===== src/verilog/cfam_pkg.sv =====
// Package: constants and carriers for the flag logic and address decoder
package cfam_pkg;

  // ********************
  // Register offsets (byte addresses)
  // ********************
  localparam logic [7:0] OFS_CTRL = 8'h00;
  localparam logic [7:0] OFS_STATUS = 8'h04;
  localparam logic [7:0] OFS_CMD = 8'h08;
  localparam logic [7:0] OFS_ACC = 8'h0C;
  localparam logic [7:0] OFS_INDEX_BYTE = 8'h10;
  localparam logic [7:0] OFS_DECODE = 8'h14;

  // ********************
  // Field positions and reset values
  // ********************
  localparam int CTRL_RAM_LSB = 0;
  localparam int CTRL_ROM_LSB = 2;
  localparam int CTRL_VEC_BIT = 4;
  localparam logic [4:0] CTRL_RST = 5'h00;
  localparam int ST_DEC_BIT = 3;
  localparam int ST_MM_BIT = 5;
  localparam int ST_OVF_BIT = 6;
  localparam int ST_SIGN_BIT = 7;
  localparam int CMD_OPND_LSB = 8;
  localparam logic [7:0] BYTE_RST = 8'h00;

  // ********************
  // Command codes
  // ********************
  localparam logic [3:0] OP_NOP = 4'h0;
  localparam logic [3:0] OP_MEMMODE_ON = 4'h1;
  localparam logic [3:0] OP_MEMMODE_OFF = 4'h2;
  localparam logic [3:0] OP_OVF_CLEAR = 4'h3;
  localparam logic [3:0] OP_DEC_ON = 4'h4;
  localparam logic [3:0] OP_DEC_OFF = 4'h5;
  localparam logic [3:0] OP_BIT_TEST = 4'h6;
  localparam logic [3:0] OP_ADD = 4'h7;
  localparam logic [3:0] OP_SUB = 4'h8;
  localparam logic [3:0] OP_LOAD = 4'h9;

  // ********************
  // Address map
  // ********************
  localparam logic [15:0] RAM_END_128 = 16'h007F;
  localparam logic [15:0] RAM_END_192 = 16'h00BF;
  localparam logic [15:0] RAM_HI_BASE = 16'h0100;
  localparam logic [15:0] RAM_HI_END = 16'h01BF;
  localparam logic [15:0] PERIPH_REG_AREA_BASE = 16'h00C0;
  localparam logic [15:0] PERIPH_REG_AREA_END = 16'h00FF;
  localparam logic [15:0] ROM_BASE_4K = 16'hF000;
  localparam logic [15:0] ROM_BASE_8K = 16'hE000;
  localparam logic [15:0] ROM_BASE_16K = 16'hC000;
  localparam logic [15:0] VEC_BASE_SMALL = 16'hFFEA;
  localparam logic [15:0] VEC_BASE_LARGE = 16'hFFE8;
  localparam logic [7:0] ZERO_PAGE_HI = 8'h00;
  localparam logic [7:0] SPECIAL_PAGE_HI = 8'hFF;

  localparam logic [3:0] RGN_NONE = 4'h0;
  localparam logic [3:0] RGN_RAM = 4'h1;
  localparam logic [3:0] RGN_PERIPH_REG_AREA = 4'h2;
  localparam logic [3:0] RGN_ROM = 4'h3;
  localparam logic [3:0] RGN_VEC = 4'h4;

  // Addressing modes and their cost
  localparam logic [1:0] MODE_ABS = 2'h0;
  localparam logic [1:0] MODE_ZP = 2'h1;
  localparam logic [1:0] MODE_SP_CALL = 2'h2;
  localparam logic [1:0] MODE_ABS_CALL = 2'h3;
  localparam logic [3:0] BYTES_SHORT = 4'h2;
  localparam logic [3:0] BYTES_LONG = 4'h3;
  localparam logic [3:0] CYC_ZP = 4'h3;
  localparam logic [3:0] CYC_ABS = 4'h4;
  localparam logic [3:0] CYC_SP_CALL = 4'h5;
  localparam logic [3:0] CYC_ABS_CALL = 4'h6;

  typedef struct packed {
    logic [3:0] cycles;
    logic [3:0] bytes;
    logic [3:0] region;
    logic [1:0] pad;
    logic [1:0] mode;
    logic [15:0] addr;
  } cfam_dec_t;

  typedef struct packed {
    logic sign;
    logic ovf;
    logic memmode;
    logic dec;
  } cfam_flags_t;

endpackage


===== src/verilog/cfam_top.sv =====
// Processor flag logic and address-space decoder behind a Wishbone slave
//
// Summary of operation
// - Memory mode: result written to index byte
// - Normal mode: result written to accumulator
// - Commands set and clear memory mode flag
// - Overflow set on signed range overflow
// - Bit test copies bit 6 to overflow
// - Overflow only cleared, never set directly
// - Sign follows bit 7 of result
// - Bit test copies bit 7 to sign
// - One flat 64K space for everything
// - Low 256 bytes form zero page
// - Zero page costs fewer cycles than absolute
// - Top page allows shorter subroutine jump
// - C0 to FF routed to peripheral area
// - Vector table at top, per variant
// - RAM range chosen by RAM size
// - ROM base chosen by ROM size
// - Zero page modes reach zero page only
// - Memory mode flag lives at bit 5
// - Bit 3 selects decimal add and subtract
//
// Added by the designer: register access over Wishbone and the register offsets.
`timescale 1ns/1ps
module cfam_top
  import cfam_pkg::*;
(
  input wire logic CLK_SYS,
  input wire logic ARST_N,
  input wire logic WB_CYC_I,
  input wire logic WB_STB_I,
  input wire logic WB_WE_I,
  input wire logic [7:0] WB_ADR_I,
  input wire logic [3:0] WB_SEL_I,
  input wire logic [31:0] WB_DAT_I,
  output logic [31:0] WB_DAT_O,
  output logic WB_ACK_O,
  output logic RAM_SEL,
  output logic PERIPH_REG_AREA_SEL,
  output logic ROM_SEL,
  output logic VEC_SEL
);

  // ********************
  // Helpers
  // ********************
  function automatic logic [31:0] lane_merge(input logic [31:0] old, input logic [31:0] d,
                                             input logic [3:0] sel);
    logic [31:0] r;
    r = old;
    for (int i = 0; i < 4; i++)
    begin
      if (sel[i])
        r[8*i +: 8] = d[8*i +: 8];
    end
    return r;
  endfunction

  // Add or subtract, with per-digit correction in decimal mode
  function automatic logic [7:0] alu(input logic [7:0] a, input logic [7:0] b,
                                     input logic sub, input logic dec);
    logic [4:0] lo;
    logic [4:0] hi;
    lo = 5'h00;
    hi = 5'h00;
    if (!dec)
      return sub ? 8'(a - b) : 8'(a + b);
    if (!sub)
    begin
      lo = {1'b0, a[3:0]} + {1'b0, b[3:0]};
      if (lo > 5'h09)
        lo = 5'(lo + 5'h06);
      hi = {1'b0, a[7:4]} + {1'b0, b[7:4]} + {4'h0, lo[4]};
      if (hi > 5'h09)
        hi = 5'(hi + 5'h06);
    end
    else
    begin
      lo = {1'b0, a[3:0]} - {1'b0, b[3:0]};
      if (lo[4])
        lo = 5'(lo - 5'h06);
      hi = {1'b0, a[7:4]} - {1'b0, b[7:4]} - {4'h0, lo[4]};
      if (hi[4])
        hi = 5'(hi - 5'h06);
    end
    return {hi[3:0], lo[3:0]};
  endfunction

  // Region, cost and effective address of one access
  function automatic cfam_dec_t decode(input logic [15:0] a, input logic [1:0] mode,
                                       input logic [4:0] ctrl);
    cfam_dec_t d;
    logic [15:0] rom_base;
    logic [15:0] ram_end;
    d = '0;
    d.mode = mode;
    case (mode)
      MODE_ZP:
      begin
        d.addr = {ZERO_PAGE_HI, a[7:0]};
        d.bytes = BYTES_SHORT;
        d.cycles = CYC_ZP;
      end
      MODE_SP_CALL:
      begin
        d.addr = {SPECIAL_PAGE_HI, a[7:0]};
        d.bytes = BYTES_SHORT;
        d.cycles = CYC_SP_CALL;
      end
      MODE_ABS_CALL:
      begin
        d.addr = a;
        d.bytes = BYTES_LONG;
        d.cycles = CYC_ABS_CALL;
      end
      default:
      begin
        d.addr = a;
        d.bytes = BYTES_LONG;
        d.cycles = CYC_ABS;
      end
    endcase
    case (ctrl[CTRL_ROM_LSB +: 2])
      2'h1: rom_base = ROM_BASE_8K;
      2'h2: rom_base = ROM_BASE_16K;
      default: rom_base = ROM_BASE_4K;
    endcase
    ram_end = (ctrl[CTRL_RAM_LSB +: 2] == 2'h0) ? RAM_END_128 : RAM_END_192;
    if (d.addr >= (ctrl[CTRL_VEC_BIT] ? VEC_BASE_LARGE : VEC_BASE_SMALL))
      d.region = RGN_VEC;
    else if (d.addr >= rom_base)
      d.region = RGN_ROM;
    else if (d.addr >= PERIPH_REG_AREA_BASE && d.addr <= PERIPH_REG_AREA_END)
      d.region = RGN_PERIPH_REG_AREA;
    else if (d.addr <= ram_end)
      d.region = RGN_RAM;
    else if (ctrl[CTRL_RAM_LSB +: 2] == 2'h2 && d.addr >= RAM_HI_BASE && d.addr <= RAM_HI_END)
      d.region = RGN_RAM;
    else
      d.region = RGN_NONE;
    return d;
  endfunction

  // ********************
  // Bus slave
  // ********************
  logic ack_ff;
  logic [31:0] rdata_ff;
  logic [4:0] ctrl_ff;
  cfam_flags_t flags_ff;
  logic [7:0] acc_ff;
  logic [7:0] idx_byte_ff;
  cfam_dec_t dec_ff;
  logic req;
  logic wr;
  logic cmd_exec;
  logic [3:0] op;
  logic [7:0] opnd;
  logic [31:0] nxt_rdata;
  logic [7:0] status;
  logic [7:0] alu_a;
  logic [7:0] alu_r;
  logic alu_ovf;

  assign req = WB_CYC_I & WB_STB_I;
  // Writes land on the edge where ack is seen high
  assign wr = req & WB_WE_I & ack_ff;
  assign cmd_exec = wr && WB_ADR_I == OFS_CMD;
  assign op = WB_DAT_I[3:0];
  assign opnd = WB_DAT_I[CMD_OPND_LSB +: 8];
  assign WB_ACK_O = ack_ff;
  assign WB_DAT_O = rdata_ff;

  always_comb
  begin
    status = 8'h00;
    status[ST_SIGN_BIT] = flags_ff.sign;
    status[ST_OVF_BIT] = flags_ff.ovf;
    status[ST_MM_BIT] = flags_ff.memmode;
    status[ST_DEC_BIT] = flags_ff.dec;
  end

  always_comb
  begin
    case (WB_ADR_I)
      OFS_CTRL: nxt_rdata = {27'h0, ctrl_ff};
      OFS_STATUS: nxt_rdata = {24'h0, status};
      OFS_ACC: nxt_rdata = {24'h0, acc_ff};
      OFS_INDEX_BYTE: nxt_rdata = {24'h0, idx_byte_ff};
      OFS_DECODE: nxt_rdata = dec_ff;
      default: nxt_rdata = 32'h0000_0000;
    endcase
  end

  always_ff @(posedge CLK_SYS or negedge ARST_N)
  begin
    if (!ARST_N)
      ack_ff <= 1'b0;
    else
      ack_ff <= req & ~ack_ff;
  end

  always_ff @(posedge CLK_SYS or negedge ARST_N)
  begin
    if (!ARST_N)
      rdata_ff <= 32'h0000_0000;
    else if (req & ~ack_ff)
      rdata_ff <= nxt_rdata;
  end

  always_ff @(posedge CLK_SYS or negedge ARST_N)
  begin
    if (!ARST_N)
      ctrl_ff <= CTRL_RST;
    else if (wr && WB_ADR_I == OFS_CTRL)
      ctrl_ff <= 5'(lane_merge({27'h0, ctrl_ff}, WB_DAT_I, WB_SEL_I));
  end

  // ********************
  // Flags and arithmetic
  // ********************
  assign alu_a = flags_ff.memmode ? idx_byte_ff : acc_ff;
  assign alu_r = alu(alu_a, opnd, op == OP_SUB, flags_ff.dec);
  assign alu_ovf = (op == OP_SUB) ? (alu_a[7] != opnd[7]) && (alu_r[7] != alu_a[7])
                                  : (alu_a[7] == opnd[7]) && (alu_r[7] != alu_a[7]);

  // Undefined after reset; forced to a known value anyway
  always_ff @(posedge CLK_SYS or negedge ARST_N)
  begin
    if (!ARST_N)
      flags_ff <= '0;
    else if (cmd_exec)
    begin
      case (op)
        OP_MEMMODE_ON: flags_ff.memmode <= 1'b1;
        OP_MEMMODE_OFF: flags_ff.memmode <= 1'b0;
        OP_OVF_CLEAR: flags_ff.ovf <= 1'b0;
        OP_DEC_ON: flags_ff.dec <= 1'b1;
        OP_DEC_OFF: flags_ff.dec <= 1'b0;
        OP_BIT_TEST:
        begin
          flags_ff.ovf <= opnd[6];
          flags_ff.sign <= opnd[7];
        end
        OP_ADD, OP_SUB:
        begin
          // In decimal mode both flags are meaningless but still updated
          flags_ff.ovf <= alu_ovf;
          flags_ff.sign <= alu_r[7];
        end
        OP_LOAD: flags_ff.sign <= opnd[7];
        default: flags_ff <= flags_ff;
      endcase
    end
  end

  always_ff @(posedge CLK_SYS or negedge ARST_N)
  begin
    if (!ARST_N)
      acc_ff <= BYTE_RST;
    else if (cmd_exec && !flags_ff.memmode && (op == OP_ADD || op == OP_SUB))
      acc_ff <= alu_r;
    else if (cmd_exec && !flags_ff.memmode && op == OP_LOAD)
      acc_ff <= opnd;
    else if (wr && WB_ADR_I == OFS_ACC && WB_SEL_I[0])
      acc_ff <= WB_DAT_I[7:0];
  end

  always_ff @(posedge CLK_SYS or negedge ARST_N)
  begin
    if (!ARST_N)
      idx_byte_ff <= BYTE_RST;
    else if (cmd_exec && flags_ff.memmode && (op == OP_ADD || op == OP_SUB))
      idx_byte_ff <= alu_r;
    else if (cmd_exec && flags_ff.memmode && op == OP_LOAD)
      idx_byte_ff <= opnd;
    else if (wr && WB_ADR_I == OFS_INDEX_BYTE && WB_SEL_I[0])
      idx_byte_ff <= WB_DAT_I[7:0];
  end

  // ********************
  // Address decoder
  // ********************
  always_ff @(posedge CLK_SYS or negedge ARST_N)
  begin
    if (!ARST_N)
      dec_ff <= {CYC_ABS, BYTES_LONG, RGN_RAM, 2'h0, MODE_ABS, 16'h0000};
    else if (wr && WB_ADR_I == OFS_DECODE)
      dec_ff <= decode(WB_DAT_I[15:0], WB_DAT_I[17:16], ctrl_ff);
    else
      dec_ff <= decode(dec_ff.addr, dec_ff.mode, ctrl_ff);
  end

  assign RAM_SEL = dec_ff.region == RGN_RAM;
  assign PERIPH_REG_AREA_SEL = dec_ff.region == RGN_PERIPH_REG_AREA;
  assign ROM_SEL = dec_ff.region == RGN_ROM || dec_ff.region == RGN_VEC;
  assign VEC_SEL = dec_ff.region == RGN_VEC;
endmodule


===== config.mk =====
export PLATFORM = sky130hd
export DESIGN_NAME = cfam_top
export DESIGN_NICKNAME = d
export VERILOG_FILES = /design/src/verilog/cfam_pkg.sv /design/src/verilog/cfam_top.sv
export SDC_FILE = /design/constraint.sdc
export NUM_CORES = 1
export LEC_CHECK = 0
export BUFFER_PORTS_ARGS = -buffer_cell sky130_fd_sc_hd__buf_2
export CAP_MARGIN = 10
export CORE_MARGIN = 1
export CORE_UTILIZATION = 39
export CTS_BUF_LIST = sky130_fd_sc_hd__clkbuf_8
export DETAILED_ROUTE_END_ITERATION = 12
export SETUP_SLACK_MARGIN = 0.05
export SLEW_MARGIN = 0
export SYNTH_ARGS = -nofsm -noshare
export SYNTH_HDL_FRONTEND = slang
export SYNTH_SLANG_ARGS = --single-unit

===== constraint.sdc =====
create_clock -name CLK_SYS -period 12.2 [get_ports CLK_SYS]
set_input_delay 1.83 -clock CLK_SYS [delete_from_list [all_inputs] [get_ports CLK_SYS]]
set_output_delay 1.83 -clock CLK_SYS [all_outputs]
set_load 0.03 [all_outputs]

# --- Word level (Yosys, flattened, before mapping) ---
# Index checks and enable logic that the tools add are counted.
word_totals:
  ff_bits: 90
  input_bits: 49
  output_inout_bits: 37
  word_cells: 164
op_classes:
  add_sub_neg: 12
  magnitude_cmp: 16
  n_eq_ne: 30
  n_mux: 47
  bitwise: 5
  n_reduce_logical: 39
op_table:
  columns: ["operator", "count"]
  rows:
  - ["$pmux W32 S5", 1]
  - ["$mux W8", 10]
  - ["$ge A16 B16 Y1", 4]
  - ["$mux W16", 4]
  - ["$pmux W16 S2", 2]
  - ["$pmux W7 S3", 2]
  - ["$ge A16 B8 Y1 const B", 2]
  - ["$ge A16 B9 Y1 const B", 2]
  - ["$le A16 B8 Y1 const B", 2]
  - ["$le A16 B9 Y1 const B", 2]
  - ["$mux W32", 1]
  - ["$mux W5", 6]
  - ["$pmux W14 S2", 1]
  - ["$logic_and A1 B1 Y1", 21]
  - ["$eq A4 B3 Y1 const B", 5]
  - ["$eq A4 B2 Y1 const B", 4]
  - ["$eq A8 B4 Y1 const B", 2]
  - ["$eq A8 B5 Y1 const B", 2]
  - ["$le A16 B16 Y1", 1]
  - ["$le A16 B8 Y1", 1]
  - ["$mux W4", 4]
  - ["$eq A2 B2 Y1 const B", 6]
  - ["$add A4 B4 Y5", 2]
  - ["$gt A5 B4 Y1 const B", 2]
  - ["other kinds (30)", 60]

# --- Longest topological paths before layout ---
# Gate-level depths: netlist of the first run.
logic_depth:
  ltp_word: 15
  depth_mapped: 23
  depth_no_buf: 21

# --- Least setup slack after synthesis of the first run ---
# OpenSTA, ideal clock, no wires.
synth_path:
  kind: "input to register"
  startpoint: "input WB_DAT_I[10]"
  endpoint: "register acc_ff[5]"
  setup_ns: 0.145
  arrival_ns: 5.596
  required_time_ns: 12.055
  path_slack_ns: 6.459
  path_stages: 20
  path_buffers: 2
  cell_sequence: "buf_2 inv_1 ha_1 clkbuf_1 a21oi_1 or3_1 and2_1 a21oi_1 a21oi_1 fa_1 fa_1 xnor2_1 ha_1 nand2b_1 a32oi_1 a21boi_0 or3_1 nand3_1 a31oi_1 a21oi_1"
synth_between:
  elab_chain_cells: 11
  elab_cells_between_ends: 24
  classes_between: "10 x add/sub; 2 x order compare; 12 x mux"
synth_rtl:
  columns: ["item", "line_no", "source"]
  rows:
  - ["start, declared", "cfam_top.sv:36", "input wire logic [31:0] WB_DAT_I,"]
  - ["$add A4 B4 Y5 or $sub A4 B4 Y5 (tied branches)", "cfam_top.sv:71, cfam_top.sv:80", null]
  - ["$add A5 B3 Y5 (tied with other cells)", "cfam_top.sv:73", "lo = 5'(lo + 5'h06);"]
  - ["$mux W5, on equally long branches", "cfam_top.sv:72, cfam_top.sv:81", null]
  - ["$mux W5 (2 in series)", "cfam_top.sv:69", "if (!sub)"]
  - ["$add A5 B1 Y5 or $sub A5 B1 Y5 (tied branches)", "cfam_top.sv:74, cfam_top.sv:83", null]
  - ["$add A4 B3 Y4 (tied with other cells)", "cfam_top.sv:76", "hi = 5'(hi + 5'h06);"]
  - ["$mux W4, on equally long branches", "cfam_top.sv:75, cfam_top.sv:84", null]
  - ["$mux W4", "cfam_top.sv:69", null]
  - ["$mux W8 *", "cfam_top.sv:69", null]
  - ["$mux W8 *", "cfam_top.sv:262", "else if (cmd_exec && !flags_ff.memmode && (op == OP_ADD || op == OP_SUB))"]
  - ["end signal, assigned", "cfam_top.sv:263", "acc_ff <= alu_r;"]
  - ["end signal, assigned", "cfam_top.sv:265", "acc_ff <= opnd;"]
  - ["end signal, assigned", "cfam_top.sv:267", "acc_ff <= WB_DAT_I[7:0];"]
  - ["end, declared", "cfam_top.sv:152", "logic [7:0] acc_ff;"]
# Mark *: on every way between the ends. The rest lies on a longest branch, timed or not. The select of a mux whose other input is x is not followed.
# A chain may end at the register's enable or synchronous reset.

# --- Worst setup path after layout of the first run ---
layout_path:
  startpoint: "input WB_DAT_I[9]"
  endpoint: "register acc_ff[5]"
# The elaborated chain is that of the path after synthesis.

==> results of run 1 <==
-- through the flow --
| step | util [%] | hold slack, ns | instances | total power [uW] | cell area (sq um) |
|---|---|---|---|---|---|
| floorplan | - | 0.443 | 742 | 343 | 6220 |
| detailed placement | 42.7 | 0.451 | 967 | 378 | 6560 |
| global route | 44.2 | 0.494 | 983 | 620 | 6790 |
| CTS | 44.2 | 0.470 | 983 | 596 | 6790 |
| finish | 44.2 | 0.463 | 983 | 594 | 6790 |
| global placement | 42.7 | 0.445 | 967 | 374 | 6560 |
-- worst paths after layout --
path                        startpoint      endpoint  slack, ns  cells after the start
hold / removal             WB_DAT_O[8]   WB_DAT_O[8]       0.46                      2
setup reg to reg           flags_ff[1]     acc_ff[5]       6.42                     20
max in group asynchronous       ARST_N   flags_ff[1]       9.94                      1
hold reg to reg            WB_DAT_O[8]   WB_DAT_O[8]       0.46                      2
setup / recovery           WB_DAT_I[9]     acc_ff[5]       6.02                     20
min in group asynchronous       ARST_N  WB_DAT_O[21]       1.63                      1
-- flip-flops by register name, indices dropped and copies added (netlist names) --
signal / count
WB_DAT_O: 26
dec_ff: 25
acc_ff: 8
idx_byte_ff: 8
ctrl_ff: 5
flags_ff: 4
WB_ACK_O: 1
-- worst max-delay path, stage by stage --
cell and delay, ns:
buf_2 0.24, inv_1 0.19, ha_1 0.33, nand2b_1 0.10, a21oi_1 0.07, or3_1 0.35
and2_1 0.22, a21oi_1 0.18, a21oi_1 0.13, fa_1 0.44, fa_1 0.44, xnor2_1 0.38
ha_1 0.23, nand2b_1 0.06, a32oi_1 0.29, a21boi_0 0.26, or3_1 0.14, nand3_1 0.07
a31oi_1 0.31, a21oi_1 0.13
-- synthesized netlist by cell type (6+ instances only) --
master    instances  area share (%)
a211oi_1          8            0.97
a21o_1            7            0.85
a21oi_1          54             4.4
a221oi_1          9             1.3
a22oi_1           6            0.73
a31oi_1          10             1.0
and3_1            6            0.61
buf_2            13             1.0
buf_4             7            0.85
clkbuf_1         26             1.6
dfrtp_1          74              30
fa_1              7             2.3
ha_1             46             9.3
inv_1            43             2.6
mux2_2           17             3.1
mux2i_1          24             3.9
nand2_1          87             5.3
nand2b_1         12             1.2
nand3_1          30             2.4
nand4_1           9            0.91
nor2_1           55             3.3
nor3_1           16             1.3
o211ai_1          6            0.73
o21ai_0          43             3.5
xnor2_1          16             2.3
-- power by group through the flow --
stage | logic (uW) | clock network (uW) | registers, uW
floorplan | 74.8 | 0 | 269
global placement | 105 | 0 | 269
detailed placement | 109 | 0 | 269
CTS | 109 | 222 | 264
global route | 122 | 233 | 265
finish | 111 | 218 | 265
-- cells by family after synthesis --
logic type                 Yosys count
and+or+nand+nor                    266
buffers and inverters               93
muxes                               41
adders and majority gates           53
xor gates and xnor gates            21
DFF                                 77
other                                1
AOI/OAI and AO/OA                  185
-- cell type report --
cell class                      count  share of cell area [%]
Clock buffer                        9                    1.83
Clock inverter                      7                    1.46
Inverter                           43                    2.38
Multi-Input combinational cell    572                    57.2
Sequential cell                    77                    28.4
Tap cell                          211                    3.89
Timing Repair Buffer               64                    4.83
-- routing by layer --
layer | share of wire [%] | track usage (%) | vias to the layer above | wire length (um)
li1 | - | - | 2689 | -
met1 | 46 | 30.0 | 2716 | 7950
met2 | 47 | 36.0 | 207 | 8220
met3 | 5.2 | 3.26 | 24 | 899
met4 | 1.9 | 7.27 | 0 | 332
met5 | 0 | 0 | - | 0
==> metrics.md, run 1 <==
| Metric | Value |
|---|---|
| Internal | approximately 410 uW |
| Post-DRT Antenna Nets | 0 |
| Hold Path Class | reg2reg |
| CTS root buf | clkbuf_8 |
| Avg Cell Area, Syn | 8.41 sq um |
| Postcts setup bufs | 0 |
| Number of synthesized register bits | 77 |
| Sequential area share after synthesis | a little under a third |
| Max VDD drop | 0.0413 mV |
| Simple-gate area share of the yosys netlist | 21.8% |
| Dpl hpwl | ~13,000 um |
| Largest net degree at the start of global routing | 78 |
| Startpoint types | input pin |
| Place WS | about 5.7 ns |
| Worst Tran Pin Value | between 1 and 1.5 ns |
| Commonest cells after routing, fill and taps aside | 87 x nand2_1, 74 x dfrtp_1, 61 x buf_2 |
| Skew-Pair Late Insertion Delay | 0.36 ns |
| Most common library cell in the layout ignoring fill and taps | nand2_1 |
| Number of global-route vias before repair | approximately 5,400 |
| Final Cycle Share | between 50% and 60% |
| Initial Util | 40.3% |
| Via Count | approximately 5,600 |
| Clk sinks | 77 |
| Syn-to-layout area delta | 9.49% |
| Die Y | roughly 130 um |
| DRT Pass-1 Iters | 5 |
| Initial antenna violation count | 0 |
| Post-synthesis compound-gate area fraction | 18.9% |
| Logic pwr share | a little under a fifth |
| Synth async-reset ratio | 100% |
| Outcome | completed |
| Via/cell ratio | between 5 and 6 |
| Post-route minimum period | around 6.2 ns |
| Cell variety after synth | 73 |
| Leakage dissipation | ~0.0033 uW |
| # port buffers | 62 |
| Final setup skew | about 0.0078 ns |
| DIE AREA | ~16,000 sq um |
| Cells after synthesis | 737 |
| Clock transition at path regs | about 0.080 ns |
| First-pass GRT wire length | between 20,000 and 30,000 um |
| # setup viols final | 0 |
| Post-Route WL | 17,400 um |
| Total Neg Setup Slack | 0 ns |
| Post-synth EDFFs | 0 |
| YS warnings | 0 |
| Maxcap violations | 0 |
| Die W | 128 um |
| H-tree level count | 3 |
| Cell area after synthesis | 6200 sq um |
| FMAX | around 160 MHz |
| Primary FF master, synth | dfrtp_1 |
| DR iter-0 viols | around 510 |
| Core box area | about 15,000 sq um |
| Total CTS buffers | 9 |
| Antenna cells | 0 |
| Worst path required time | 12.41 ns |
| Post-CTS Hold Buffers | 0 |
| Max-slew violations | 0 |
| Net Sw Frac | 30.2% |
| Final WS setup | about 6 ns |
| Flop pwr share | 44.6% |
| Psw | 179 uW |
| Multiplexer share of the synthesized area | under 10% |
| CP endpoint kind | flip-flop |
| Adder-cell share of the synthesized area | 11.5% |
| Layout net count | between 800 and 900 |
| Clk pwr share | between 30% and 40% |
| Largest family of logic cells by synthesized area | simple AND/OR/NAND/NOR gates |
| Worst EP arrival | approximately 6.4 ns |
| CP max FO | 8 |
| Routed len/inst | 17.7 um |
| Layout cell share with drive strength beyond 1 | roughly 15% |
| GPL Wtd Cong | 0.899 |
| Headroom to the max-slew limit | ~32% |
| Io pins | 86 |
| Std-Cell Rows | between 40 and 50 |
| Overflow after GRT | 0 |
| Fill count | 1,526 |
| PD cells | about 87 nW/um^2 |
| CP Class | in2reg |
| # DRC | 0 |
| Register area | about 1900 sq um |
| Synth Area in XOR/XNOR | under 10% |
| TritonCTS clock tree | done |
| Cts repair resizes | 0 |
| RSZ-0062 raised after global routing | no |
| Max clock buf depth | 2 |
| Footprint of the multi-input gates | just under 4000 sq um |
| Gr usage total | around 22% |
| Final Hold Fails | 0 |
Power figures use the tool's default switching activity.
==> run 2, diff against run 1 <==
- clock period: 12.2 -> 5.5 ns (I/O delays scaled with it)
==> run 2 against run 1 <==
Count of clock-buffer cells in the layout stayed put. Core utilization hardly changed. Wire length hardly changed. Register-to-register slack worse by 6.0 ns. Design area hardly changed. Worst setup slack worse by 5.6 ns. Power is 110% higher. Critical path depth is 2 lower. Final cell count is 0.20% higher. Critical endpoint unchanged. Largest power group unchanged.
==> metrics.md, run 2 (synthesis gave the netlist of run 1 again) <==
| Metric | Value |
|---|---|
| Initial antenna violation count | 0 |
| Number of global-route vias before repair | 5,444 |
| Dpl hpwl | between 10,000 and 15,000 um |
| Via/cell ratio | about 5.7 |
| Post-route minimum period | a little over 5 ns |
| Final Cycle Share | between 90% and 100% |
| Layout cell share with drive strength beyond 1 | 15.6% |
| GPL Wtd Cong | a little under 0.9 |
| Gr usage total | 21.8% |
| Final setup skew | around 0.0068 ns |
| Most common library cell in the layout ignoring fill and taps | nand2_1 |
| H-tree level count | 3 |
| DRT Pass-1 Iters | 5 |
| Core box area | 15,400 sq um |
| Worst Tran Pin Value | around 1.0 ns |
| Io pins | 86 |
| Skew-Pair Late Insertion Delay | 0.37 ns |
| PD cells | 187 nW/um^2 |
| CP Class | reg2reg |
| Commonest cells after routing, fill and taps aside | 87 x nand2_1, 74 x dfrtp_1, 61 x buf_2 |
| CTS root buf | clkbuf_8 |
| Startpoint types | flip-flop |
| Hold Slack | approximately 0.47 ns |
| RSZ-0062 raised after global routing | no |
| Logic pwr share | between 10% and 20% |
| Total CTS buffers | 9 |
| WL met1 | just under 8000 um |
| Syn-to-layout area delta | 9.53% |
| Initial Util | between 40% and 50% |
| Clk pwr share | between 30% and 40% |
| Clock transition at path regs | ~0.08 ns |
| Std-Cell Rows | 45 |
| Flop pwr share | a little under half |
| Max VDD drop | between 0.08 and 0.09 mV |
| Antenna cells | 0 |
| Fill count | about 1,500 |
| DIE AREA | between 15,000 and 20,000 sq um |
| Total Neg Setup Slack | 0 ns |
| Psw | between 300 and 400 uW |
| Overflow after GRT | 0 |
| Max clock buf depth | 2 |
| Post-CTS Hold Buffers | 0 |
| Post-DRT Antenna Nets | 0 |
| WL met3 | around 900 um |
| Place WS | ~0.12 ns |
| First-pass GRT wire length | ~28,000 um |
| Via Count | approximately 5,600 |
| # DRC | 0 |
| Post-layout util | 44.2% |
| Worst path required time | around 5.7 ns |
| Outcome | completed |
| Layout net count | a little under 900 |
| Worst r2r src | flags_ff[1] |
| Max reg flops | 26 |
| CP endpoint kind | flip-flop |
| CP max FO | 15 |
| Max-slew violations | 0 |
| Leakage dissipation | 0.00329 uW |
| Clk sinks | 77 |
| Largest net degree at the start of global routing | 78 |
| Post-Route WL | ~17,000 um |
| Final Hold Fails | 0 |
| Internal | slightly below 900 uW |
| Routed len/inst | approximately 18 um |
| Worst EP arrival | ~5.3 ns |
| # setup viols final | 0 |
| Top Layer Used | met4 |
| # port buffers | 62 |
| TritonCTS clock tree | done |
| HP Start | WB_DAT_O[8] |
| DR iter-0 viols | around 450 |
| Hold Path Class | reg2reg |
| Met2 wire len | about 8300 um |
| Headroom to the max-slew limit | about 30% |
| Net Sw Frac | 31.3% |
| Maxcap violations | 0 |
| Die Y | about 130 um |
| Final WS setup | around 0.38 ns |
| Die W | 128 um |
| CP startpoint | flags_ff[1] |
| FMAX | about 200 MHz |
==> run 2: cell count changes in the layout (fill, tap and decap cells not counted), sizes merged <==
cell and delta:
clkinv +2, buf +2, bufinv -1, clkinvlp -1
==> run 2: layer usage <==
layer  track usage (%)  vias to the layer above
met5                 0                        -
met4              6.71                        0
met3              3.13                       22
met2              36.0                      208
met1              29.5                     2703
li1                  -                     2681
==> run 2: what timing repair did <==
item                                    in CTS  in global routing
endpoints found under the setup margin       0                  2
resized for setup                            0                  2
setup buffers                                0                  0
==> run 2: path summary, 6_finish.rpt <==
kind                            slack [ns]  depth (start not counted)           end
worst max-delay path                  0.38                         18     acc_ff[5]
worst min register to register        0.47                          2   WB_DAT_O[8]
worst min-delay path                  0.47                          2   WB_DAT_O[8]
max in group asynchronous             4.27                          1   flags_ff[3]
worst max register to register        0.38                         18     acc_ff[5]
min in group asynchronous             0.61                          1  WB_DAT_O[25]
==> run 2: power by group through the flow <==
stage	logic, uW	clock network (uW)	registers (uW)
2_1_floorplan	166	0	596
3_3_place_gp	233	0	598
3_5_place_dp	241	0	598
4_1_cts	242	447	587
5_1_grt	272	468	589
6_report	245	439	588
==> run 2: layout make-up <==
type | count | area [sq um] | area share, %
Clock buffer | 9 | 124 | 1.82
Clock inverter | 7 | 75.1 | 1.11
Inverter | 43 | 161 | 2.38
Multi-Input combinational cell | 572 | 3890 | 57.3
Sequential cell | 77 | 1930 | 28.4
Tap cell | 211 | 264 | 3.89
Timing Repair Buffer | 66 | 343 | 5.05
==> run 2: metrics by stage <==
stage	cell area [sq um]	total power (uW)	cells
2_1_floorplan	6220	762	742
3_3_place_gp	6580	831	969
3_5_place_dp	6580	839	969
4_1_cts	6780	1280	985
5_1_grt	6790	1330	985
6_report	6790	1270	985
==> run 2: critical path: stages, from the launching register on <==
cell,delay (ns)
dfrtp_1,0.44
buf_4,0.27
mux2_2,0.41
ha_1,0.40
or3_1,0.40
and2_1,0.20
a21oi_1,0.19
a21oi_1,0.12
fa_1,0.42
fa_1,0.44
xnor2_2,0.26
ha_1,0.20
nand2b_1,0.07
a32oi_1,0.27
a21boi_0,0.25
or3_1,0.13
nand3_1,0.07
a31oi_1,0.30
a21oi_1,0.11
==> run 3, diff against run 2 <==
- PLACE_DENSITY: unset -> 0.57
- SLEW_MARGIN: 0 -> 20
==> run 3 against run 2 <==
Design area rose by 0.42%. Die area unchanged. Fmax about the same. Via count decreased by 1.4%. Clock skew grew 0.0081 ns. Count of clock-buffer cells in the layout rose by 1. Final cell count stayed put. Critical path depth grew 2. Hold slack got worse by 0.0030 ns. Flip-flop and latch count unchanged. First-iteration DRC count is 12% lower. Worst setup slack worse by 0.0016 ns. Largest power group unchanged.
==> metrics.md, run 3 (synthesis gave the netlist of run 1 again) <==
| Metric | Value |
|---|---|
| Gr usage total | between 20% and 30% |
| Total CTS buffers | 9 |
| DR iter-0 viols | 400 |
| Tot Pwr | 1330 uW |
| Clock transition at path regs | roughly 0.09 ns |
| Final Hold Fails | 0 |
| Initial antenna violation count | 0 |
| Std-Cell Rows | 45 |
| Layout net count | 871 |
| Startpoint types | flip-flop |
| Number of global-route vias before repair | around 5,500 |
| Dpl hpwl | approximately 13,000 um |
| Critical path cell sequence | mux2i_1 > inv_1 > ha_1 > fa_1 > xnor2_1 > inv_1 > ha_1 > nor3_1 > a21oi_1 > fa_1 > fa_1 > xnor2_2 > ha_1 > nand2b_1 > a32oi_1 > a21boi_1 > or3_1 > nand3_1 > a31oi_1 > a21oi_1 |
| Post-DRT Antenna Nets | 0 |
| Syn-to-layout area delta | 9.99% |
| Hold Slack | between 0.4 and 0.5 ns |
| Worst path top cell family by delay | adder cells |
| H-tree level count | 3 |
| Max incr delay on CP | 0.47 ns |
| Hold Path Class | reg2reg |
| Outcome | completed |
| FMAX | around 200 MHz |
| Final Cycle Share | 93.2% |
| Commonest cells after routing, fill and taps aside | 87 x nand2_1, 74 x dfrtp_1, 61 x buf_2 |
| Antenna cells | 0 |
| Core box area | between 15,000 and 20,000 sq um |
| RSZ-0062 raised after global routing | no |
| Final setup skew | 0.0150 ns |
| Overflow after GRT | 0 |
| Leakage dissipation | 0.00331 uW |
| Clk pwr share | 37.5% |
| CP endpoint kind | flip-flop |
| Most common library cell in the layout ignoring fill and taps | nand2_1 |
| TritonCTS clock tree | done |
| Register area | slightly below 2000 sq um |
| Skew-Pair Late Insertion Delay | roughly 0.37 ns |
| CTS root buf | clkbuf_8 |
| Max clock buf depth | 2 |
| Post-route minimum period | 5.12 ns |
| CP Class | reg2reg |
| Worst EP arrival | between 5 and 6 ns |
| Post-Route WL | approximately 17,000 um |
| Largest net degree at the start of global routing | 78 |
| Internal | around 930 uW |
| DIE AREA | 16,400 sq um |
| Worst Tran Pin Value | 1.04 ns |
| Max VDD drop | 0.105 mV |
| # DRC | 0 |
| Post-layout util | ~44% |
| Headroom to the max-slew limit | 30.6% |
| Worst path buffer plus inverter count | 2 |
| First-pass GRT wire length | 28,700 um |
| Placed Area | between 6000 and 7000 sq um |
| Footprint of the multi-input gates | between 3000 and 4000 sq um |
| Max reg flops | 26 |
| Worst path required time | 5.73 ns |
| CP max stage cell | dfrtp_1 |
| Via Count | ~5,500 |
| Via/cell ratio | roughly 5.6 |
| Layout cell share with drive strength beyond 1 | between 10% and 20% |
| Max-slew violations | 0 |
| Post-CTS Hold Buffers | 0 |
| Design area | 6820 sq um |
| Net Sw Frac | between 20 and 30% |
| CP max FO | 5 |
| Total Neg Setup Slack | 0 ns |
| PD cells | 195 nW/um^2 |
| # port buffers | a little over 60 |
| Clk sinks | 77 |
| Die Y | around 130 um |
| Fill count | 1,546 |
| Io pins | 86 |
| Routed len/inst | 17.6 um |
| Flop pwr share | around 44% |
| DRT Pass-1 Iters | 5 |
| Psw | roughly 400 uW |
| Initial Util | roughly two fifths |
| GPL Wtd Cong | ~0.89 |
| Maxcap violations | 0 |
| # setup viols final | 0 |
| Die W | ~130 um |
| Logic pwr share | 18.3% |
-- run 3: cell count changes in the layout (fill, tap and decap cells not counted), sizes merged --
cell,before,now
clkinvlp,3,1
clkbuf,9,10
bufinv,1,2
-- run 3: power groups by stage --
stage          Sequential, uW  Clock [uW]  Combinational (uW)
2_1_floorplan             596           0                 166
3_3_place_gp              598           0                 235
3_5_place_dp              598           0                 240
4_1_cts                   587         505                 242
5_1_grt                   589         527                 275
6_report                  588         500                 244
-- run 3: worst reg2reg max path, delay by kind of cell (launching register included) --
family | cells | cell delay, ns
xor gates and xnor gates | 2 | 0.53
and+or+nand+nor | 4 | 0.46
AOI/OAI and AO/OA | 5 | 1.03
DFF | 1 | 0.47
buffers and inverters | 2 | 0.18
muxes | 1 | 0.33
adders and majority gates | 6 | 1.97
-- run 3: area by class of cell --
type,instances,share of cell area [%]
multi-input combinational,572,57.0
inverter,43,2.37
tap,211,3.87
clock buffer,10,2.02
timing repair buffer,66,5.03
sequential,77,28.3
clock inverter,6,1.38
-- run 3: routing by layer --
layer  vias up  wire length, um  global-route usage, %
met5         -                0                      0
met4         0              356                   7.34
met3        26              731                   2.71
met2       173             7970                   36.6
met1      2649             8290                   30.7
li1       2689                -                      -
-- run 3: repair_timing --
item,4_1_cts,5_1_grt
hold endpoints to repair,0,0
endpoints found under the setup margin,0,2
gates resized for setup,0,2
buffers inserted,0,0
-- run 3: metrics by stage --
stage	instances	setup WS [ns]
6_report	985	0.376
3_5_place_dp	969	0.113
2_1_floorplan	742	0.602
3_3_place_gp	969	0.326
4_1_cts	985	0.303
5_1_grt	985	0.0832
-- run 3: worst paths after layout --
kind                         startpoint              to  slack [ns]  cells after the start
hold reg to reg            WB_DAT_O[11]    WB_DAT_O[11]        0.46                      2
setup / recovery            flags_ff[1]       acc_ff[5]        0.38                     20
setup reg to reg            flags_ff[1]       acc_ff[5]        0.38                     20
max in group asynchronous        ARST_N  idx_byte_ff[7]        4.26                      1
min in group asynchronous        ARST_N     WB_DAT_O[3]        0.62                      1
hold / removal             WB_DAT_O[11]    WB_DAT_O[11]        0.46                      2
